## src/pkg/pdm_pkg.sv

```systemverilog
// Package: constants and types for the power-down mode controller
package pdm_pkg;

    // ------------------------------------------------------------
    // Timing
    // ------------------------------------------------------------
    // Clock period in picoseconds (250 MHz)
    localparam int MCLK_PERIOD_PS = 4000;
    // Shortest settling time in states; one state is one mclk cycle
    localparam int SETTLE_BASE_STATES = 8192;
    // Settling count in cycles, derived from states and clock
    localparam int SETTLE_BASE_CYCLES = SETTLE_BASE_STATES * 4000
        / MCLK_PERIOD_PS;
    // Largest settling select, the codes above it are prohibited
    localparam logic [2:0] STS_MAX = 3'h4;
    // Width of the settling counter (131072 fits)
    localparam int SETTLE_CNT_W = 18;

    // ------------------------------------------------------------
    // Reset values
    // ------------------------------------------------------------
    // Standby-select bit after reset: sleep is chosen
    localparam logic SEL_BIT_RESET = 1'b0;
    // Settling select after reset
    localparam logic [2:0] STS_RESET = 3'h0;
    // Synchronised pin level after reset (pins idle high)
    localparam logic PIN_IDLE = 1'b1;

    // ------------------------------------------------------------
    // External interrupt lines able to end software standby
    // ------------------------------------------------------------
    localparam logic [7:0] SW_WAKE_IRQ_MASK = 8'h47;

    // ------------------------------------------------------------
    // Power states
    // ------------------------------------------------------------
    typedef enum logic [2:0] {
        PDM_RESET,
        PDM_RUN,
        PDM_SLEEP,
        PDM_SWSTBY,
        PDM_SETTLE,
        PDM_HWSTBY
    } pdm_state_t;

endpackage

```

## src/pkg/pdm_settle_if.sv

```systemverilog
// Interface: settling timer request and completion between modules
`timescale 1ns/1ps
interface pdm_settle_if;
    // Load and start the timer, one-cycle pulse
    logic start;
    // Stop the timer without completion
    logic abort;
    // Settling select, taken with start
    logic [2:0] sel;
    // Settling time elapsed, one-cycle pulse
    logic done;

    // Controller end
    modport ctrl (output start, output abort, output sel, input done);
    // Timer end
    modport timer (input start, input abort, input sel, output done);
endinterface

```

## src/verilog/pdm_settle.sv

```systemverilog
// Settling timer for recovery from software standby
`timescale 1ns/1ps
module pdm_settle #(
    parameter int SETTLE_BASE = pdm_pkg::SETTLE_BASE_CYCLES
) (
    // Clock and reset
    input wire logic mclk,
    input wire logic srst,
    // Request and completion
    pdm_settle_if.timer st
);

    // ------------------------------------------------------------
    // Limit from select
    // ------------------------------------------------------------
    // Prohibited codes clamp to the longest time, the safe side
    function automatic logic [pdm_pkg::SETTLE_CNT_W-1:0] limit_of(
        input logic [2:0] s
    );
        logic [2:0] k;
        logic [pdm_pkg::SETTLE_CNT_W-1:0] b;
        k = (s > pdm_pkg::STS_MAX) ? pdm_pkg::STS_MAX : s;
        b = SETTLE_BASE[pdm_pkg::SETTLE_CNT_W-1:0];
        return b << k;
    endfunction

    // Remaining cycles
    logic [pdm_pkg::SETTLE_CNT_W-1:0] cnt_q, cnt_d;
    // Timer running
    logic busy_q, busy_d;
    // Completion pulse
    logic done_q, done_d;

    // Next values of the counter
    always_comb begin
        cnt_d = cnt_q;
        busy_d = busy_q;
        done_d = 1'b0;
        if (st.start) begin
            // Start wins over a stale abort
            cnt_d = limit_of(st.sel) - 1'b1;
            busy_d = 1'b1;
        end else if (st.abort) begin
            busy_d = 1'b0;
        end else if (busy_q) begin
            if (cnt_q == '0) begin
                busy_d = 1'b0;
                done_d = 1'b1;
            end else begin
                cnt_d = cnt_q - 1'b1;
            end
        end
    end

    // Register the counter
    always_ff @(posedge mclk) begin
        if (srst) begin
            cnt_q <= '0;
            busy_q <= 1'b0;
            done_q <= 1'b0;
        end else begin
            cnt_q <= cnt_d;
            busy_q <= busy_d;
            done_q <= done_d;
        end
    end

    assign st.done = done_q;
endmodule

```

## src/verilog/pdm_top.sv

```systemverilog
// Power-down mode controller: sleep, software and hardware standby
`timescale 1ns/1ps
module pdm_top #(
    // Shortest settling count; shorten for simulation
    parameter int SETTLE_BASE = pdm_pkg::SETTLE_BASE_CYCLES
) (
    // Clock and reset
    input wire logic mclk,
    input wire logic srst,
    // Pins from the system, asynchronous
    input wire logic hw_standby_pin_n,
    input wire logic reset_pin_n,
    // Processor side
    input wire logic sleep_exec,
    input wire logic ctrl_wr,
    input wire logic sel_bit_wr_data,
    input wire logic [2:0] sts_wr_data,
    // Interrupt requests, same clock
    input wire logic irq_any,
    input wire logic nmi_req,
    input wire logic [7:0] ext_irq,
    // Control bits as seen by software
    output logic standby_select_bit,
    output logic [2:0] settle_select,
    // Chip-wide controls
    output logic clock_run,
    output logic cpu_halt,
    output logic data_transfer_unit_run,
    output logic periph_run,
    output logic periph_init,
    output logic cpu_reg_clear,
    output logic port_hiz,
    output logic chip_reset,
    output logic wake_irq,
    // Mode indication
    output logic in_sleep,
    output logic in_sw_standby,
    output logic in_hw_standby
);

    // ------------------------------------------------------------
    // Pin synchronisers
    // ------------------------------------------------------------
    // First stages, read only by the second stages
    logic sbpin_s1_q, rst_s1_q;
    // Second stages, safe to use
    logic sbpin_s2_q, rst_s2_q;

    // Two flops per pin; pins idle high under reset
    always_ff @(posedge mclk) begin
        if (srst) begin
            sbpin_s1_q <= pdm_pkg::PIN_IDLE;
            sbpin_s2_q <= pdm_pkg::PIN_IDLE;
            rst_s1_q <= pdm_pkg::PIN_IDLE;
            rst_s2_q <= pdm_pkg::PIN_IDLE;
        end else begin
            sbpin_s1_q <= hw_standby_pin_n;
            sbpin_s2_q <= sbpin_s1_q;
            rst_s1_q <= reset_pin_n;
            rst_s2_q <= rst_s1_q;
        end
    end

    // Pin conditions after synchronisation
    logic sbpin_low, rst_low;
    assign sbpin_low = !sbpin_s2_q;
    assign rst_low = !rst_s2_q;

    // ------------------------------------------------------------
    // Settling timer
    // ------------------------------------------------------------
    pdm_settle_if st_if ();

    pdm_settle #(
        .SETTLE_BASE(SETTLE_BASE)
    ) u_settle (
        .mclk(mclk),
        .srst(srst),
        .st(st_if.timer)
    );

    // ------------------------------------------------------------
    // Control decode
    // ------------------------------------------------------------
    // Output bits per state, in the order of the output ports
    function automatic logic [10:0] ctl_of(input pdm_pkg::pdm_state_t s);
        logic slp, sw, hw, rs;
        slp = s == pdm_pkg::PDM_SLEEP;
        // Settling counts as standby: only the oscillator runs
        sw = s == pdm_pkg::PDM_SWSTBY || s == pdm_pkg::PDM_SETTLE;
        hw = s == pdm_pkg::PDM_HWSTBY;
        rs = s == pdm_pkg::PDM_RESET;
        return {!(sw || hw),
            slp || sw || hw || rs,
            !(sw || hw || rs), !(sw || hw || rs),
            sw || hw || rs,
            hw, hw, rs, slp, sw, hw};
    endfunction
    // Registered controls; decoding the next state keeps the timing
    logic [10:0] ctl_q, ctl_d;

    // ------------------------------------------------------------
    // Mode state machine
    // ------------------------------------------------------------
    pdm_pkg::pdm_state_t state_q, state_d;
    // Software control bits
    logic sel_bit_q, sel_bit_d;
    logic [2:0] sts_q, sts_d;
    // Timer start request
    logic start_q, start_d;
    // One-cycle interrupt-handling start
    logic wake_q, wake_d;
    // Software standby wake source
    logic sw_wake;
    assign sw_wake = nmi_req || |(ext_irq & pdm_pkg::SW_WAKE_IRQ_MASK);

    // Next state and control bits
    always_comb begin
        state_d = state_q;
        sel_bit_d = sel_bit_q;
        sts_d = sts_q;
        wake_d = 1'b0;
        // Software writes only take effect while running
        if (ctrl_wr && state_q == pdm_pkg::PDM_RUN) begin
            sel_bit_d = sel_bit_wr_data;
            sts_d = sts_wr_data;
        end
        if (sbpin_low) begin
            // Standby pin wins over all, even from sleep
            state_d = pdm_pkg::PDM_HWSTBY;
        end else begin
            case (state_q)
                pdm_pkg::PDM_RESET: begin
                    // Held in reset until the reset pin rises
                    if (!rst_low) begin
                        state_d = pdm_pkg::PDM_RUN;
                    end
                end
                pdm_pkg::PDM_RUN: begin
                    if (rst_low) begin
                        state_d = pdm_pkg::PDM_RESET;
                    end else if (sleep_exec) begin
                        // Select bit picks the mode
                        state_d = sel_bit_q ? pdm_pkg::PDM_SWSTBY
                                         : pdm_pkg::PDM_SLEEP;
                    end
                end
                pdm_pkg::PDM_SLEEP: begin
                    if (rst_low) begin
                        state_d = pdm_pkg::PDM_RESET;
                    end else if (irq_any || nmi_req) begin
                        state_d = pdm_pkg::PDM_RUN;
                        wake_d = 1'b1;
                    end
                end
                pdm_pkg::PDM_SWSTBY: begin
                    if (rst_low) begin
                        state_d = pdm_pkg::PDM_RESET;
                    end else if (sw_wake) begin
                        // Oscillator must settle before running
                        state_d = pdm_pkg::PDM_SETTLE;
                    end
                end
                pdm_pkg::PDM_SETTLE: begin
                    if (rst_low) begin
                        state_d = pdm_pkg::PDM_RESET;
                    end else if (st_if.done) begin
                        // Select bit left set on purpose
                        state_d = pdm_pkg::PDM_RUN;
                        wake_d = 1'b1;
                    end
                end
                pdm_pkg::PDM_HWSTBY: begin
                    // Pin released: leave through reset state
                    state_d = pdm_pkg::PDM_RESET;
                end
                default: begin
                    state_d = pdm_pkg::PDM_RESET;
                end
            endcase
        end
        // Control register reinitialised by reset and hw standby
        if (state_d == pdm_pkg::PDM_RESET ||
            state_d == pdm_pkg::PDM_HWSTBY) begin
            sel_bit_d = pdm_pkg::SEL_BIT_RESET;
            sts_d = pdm_pkg::STS_RESET;
        end
        start_d = state_d == pdm_pkg::PDM_SETTLE &&
                  state_q != pdm_pkg::PDM_SETTLE;
        ctl_d = ctl_of(state_d);
    end

    // Register state and control bits
    always_ff @(posedge mclk) begin
        if (srst) begin
            state_q <= pdm_pkg::PDM_RESET;
            sel_bit_q <= pdm_pkg::SEL_BIT_RESET;
            ctl_q <= ctl_of(pdm_pkg::PDM_RESET);
            sts_q <= pdm_pkg::STS_RESET;
            start_q <= 1'b0;
            wake_q <= 1'b0;
        end else begin
            state_q <= state_d;
            sel_bit_q <= sel_bit_d;
            ctl_q <= ctl_d;
            sts_q <= sts_d;
            start_q <= start_d;
            wake_q <= wake_d;
        end
    end

    // Timer runs only while settling
    assign st_if.start = start_q;
    assign st_if.abort = state_q != pdm_pkg::PDM_SETTLE;
    assign st_if.sel = sts_q;

    // ------------------------------------------------------------
    // Outputs, each straight from a register
    // ------------------------------------------------------------
    assign {clock_run, cpu_halt, data_transfer_unit_run, periph_run,
        periph_init, cpu_reg_clear, port_hiz, chip_reset, in_sleep,
        in_sw_standby, in_hw_standby} = ctl_q;
    assign wake_irq = wake_q;
    assign standby_select_bit = sel_bit_q;
    assign settle_select = sts_q;
endmodule

```

## config.mk

```make
export PLATFORM = sky130hd
export DESIGN_NAME = pdm_top
export DESIGN_NICKNAME = d
export VERILOG_FILES = /design/src/pkg/pdm_pkg.sv /design/src/pkg/pdm_settle_if.sv /design/src/verilog/pdm_settle.sv /design/src/verilog/pdm_top.sv
export SDC_FILE = /design/constraint.sdc
export NUM_CORES = 1
export LEC_CHECK = 0
export BUFFER_PORTS_ARGS = -buffer_cell sky130_fd_sc_hd__buf_2
export CAP_MARGIN = 15
export CORE_AREA = 2 2 85 87
export CTS_BUF_LIST = sky130_fd_sc_hd__clkbuf_4 sky130_fd_sc_hd__clkbuf_8 sky130_fd_sc_hd__clkbuf_16
export DETAILED_ROUTE_END_ITERATION = 12
export DIE_AREA = 0 0 87 89
export HOLD_SLACK_MARGIN = 0.08
export PLACE_DENSITY = 0.55
export SETUP_SLACK_MARGIN = 0.02
export SLEW_MARGIN = 20
export SYNTH_ARGS = -nofsm -noshare
export SYNTH_HDL_FRONTEND = slang
export SYNTH_SLANG_ARGS = --single-unit
export TNS_END_PERCENT = 1
```

## constraint.sdc

```tcl
create_clock -name mclk -period 4.9 [get_ports mclk]
set_input_delay 0.49 -clock mclk [delete_from_list [all_inputs] [get_ports mclk]]
set_output_delay 0.49 -clock mclk [all_outputs]
set_load 0.01 [all_outputs]
```

==> results.cfg <==
[synth]
avgSynthCellArea_um2 = 8.585
synth_edf_count = 0
synth_area_mm2 = 0.001983
ys_seq_area_frac = 0.4139
yosysWarnings = 0
synth_seq_cells = 41
synth_top_area_share = 0.4139
synth_top_cell_by_area = dfxtp_1
ys_types = 57
synth.top_cells.by_area = dfxtp_1, a21oi_1, nand2_1
ys_dominant_reg_cell = dfxtp_1
async_reset_ff_frac = 0
syn_nets = 252
netlist_instances = 231

[floorplan]
die_w_um = 87
coreArea_mm2 = 0.006719
die_h_um = 89
num_rows = 30
ios = 36
initial_core_util = 0.2952
dieArea_mm2 = 0.007743

[clock_tree]
clk_latency_ps = 300
clockBufferDepth = 2
tritoncts = yes
htreeDepth = 2
cts_root_buffer = clkbuf_8
path_clk_slew_ps = 90
cts.repair.resized = 0
cts_sinks = 41
cts_hold_buffers = 0
cts_buffers = 5
post-cts-setup-buffers = 0

[critical_path]
arrival_ps = 3330
start_kind = flip-flop
worstSetupPathType = reg2reg
reg2regPathDepth = 8
cp_data_required_time_ps = 5110
crit_path_end = u_settle.cnt_q[16]
r2r_start = st_if.start
worstReg2RegEnd = u_settle.cnt_q[16]
cp_max_fo = 21
r2r_slack_ps = 1770
end_kind = flip-flop
critPathLaunch = st_if.start

[run]
cap_viol_max_count = 0

[sta]
fmax_mhz = 319.9
fin_ws_ps = 1775
timing.final.max_slew_violations = 0
setup_viol = 0
fin_crit_sh = 0.6379
hold_viol_final = 0
timing.setup.tns_ps = 0
tightest_slew_ps = 984.0
finalCriticalPeriod_ps = 3126
rsz0062_at_grt = false
relSlewSlack = 0.3347
clock_skew_ps = 6.097

[route]
drtIter0Drc = 101
viasPerCell = 5.287
drc = 0
dr.pass1.iters = 4
detail_route.wl_per_cell_um = 13.46
detail-route-antenna-nets = 0
vias = 1787
drt_wl_total_um = 4551

[global_route]
grt_max_degree = 25
grt_overflow = 0
grt_pass1_wl_um = 7734
antenna_found_initial = 0
first_global_vias = 1582
grtUsageTotal = 0.1244

[worst_hold_path]
hp-start = hw_standby_pin_n
worst_hold_path_type = in2reg

[status]
status = completed

[power]
ir_drop_mv = 0.08719
power_w = 0.0007073
power.density_mw_per_mm2 = 310.6
leakagePower_nw = 0.8737

[finish]
antenna_cells = 0
fin_nets = 278
area_delta_synth_final_pct = 14.83
final_cell_mix = dfxtp_1, buf_2, nand2_1
drive_gt1_frac = 0.2093
fin_area_mm2 = 0.002277
final_common_cell = dfxtp_1
fill_cells = 726

[placed_design]
dpl_cell_area_mm2 = 0.002183
dpl.hpwl_um = 3151
pre_cts_ws_ps = 1781
place_congestion = 0.7997
portBuffers = 31
-- power breakdown --
group	internal [W]	total [W]	leakage (nW)	switching [W]
Combinational	0.0000478	0.000111	0.495	0.0000628
Sequential	0.000348	0.000363	0.334	0.0000148
Clock	0.000104	0.000233	0.0452	0.000130
-- final cells by class --
cell class,instances,area (um2),share of cell area
flip-flops and latches,41,820.8,0.3604
clock buffers,5,68.82,0.03022
inverters,6,22.52,0.009890
multi-input cells,171,1077,0.4731
clock inverters,3,25.02,0.01099
repair buffers,32,162.7,0.07143
well taps,80,100.1,0.04396
-- synth_stat cells (3+ instances only) --
| master | n |
|---|---|
| or4_4 | 3 |
| nor4_1 | 7 |
| a21oi_1 | 17 |
| nand3_1 | 6 |
| nor2_1 | 20 |
| inv_1 | 5 |
| and2_1 | 3 |
| xnor2_1 | 4 |
| o21a_1 | 3 |
| mux2i_1 | 4 |
| nand2_1 | 22 |
| or2_2 | 7 |
| nor4b_1 | 5 |
| dfxtp_1 | 41 |
| clkbuf_1 | 8 |
| buf_4 | 3 |
| a21o_1 | 3 |
| nor3_1 | 7 |
| o211ai_1 | 3 |
| a2111oi_0 | 4 |
| o21ai_0 | 6 |
| or3_1 | 4 |
-- per-stage QoR --
stage | cells | hold slack (ps) | util
2_1_floorplan | 231 | 389.5 | -
3_3_place_gp | 330 | 393.2 | 0.3250
3_5_place_dp | 330 | 393.2 | 0.3250
4_1_cts | 338 | 365.4 | 0.3389
5_1_grt | 338 | 372.9 | 0.3389
6_report | 338 | 371.1 | 0.3389
-- sequential cells by signal (all words and copies together), names as in the netlist --
name,flops
u_settle.cnt_q,18
ctl_q,8
settle_select,3
state_q,3
rst_s1_q,1
rst_s2_q,1
sbpin_s1_q,1
sbpin_s2_q,1
st_if.start,1
standby_select_bit,1
u_settle.busy_q,1
u_settle.st.done,1
wake_irq,1
-- worst min-delay path by stage --
stage,cells after the start,slack [ps],to
after CTS,2,370,sbpin_s1_q
after global routing,2,370,sbpin_s1_q
after floorplan,1,390,rst_s2_q
after detailed placement,1,390,rst_s2_q
after global placement,1,390,rst_s2_q
final,2,370,sbpin_s1_q
-- per-layer routing --
layer  global-route usage  part of all wire
met5                    0                 0
met1               0.1720              0.48
met3              0.03416             0.067
met4              0.03551             0.015
met2               0.1901              0.44
-- kinds of logic after synthesis --
group	Yosys count	share of synthesized area
xor gates and xnor gates	6	0.02650
adders and majority gates	1	0.006308
muxes	4	0.02019
and+or+nand+nor	101	0.2858
buffers and inverters	19	0.04290
DFF	41	0.4139
AOI/OAI and AO/OA	59	0.2044
-- worst max-delay path, cell delays in order, from the launching register on --
cell      delay, ps
dfxtp_1         800
inv_1           470
nand2_1         180
ha_1            300
nor4b_1         270
nand4_1         170
a2111o_1        430
a31o_2          220
a221oi_1        190
Power figures use the tool's default switching activity.
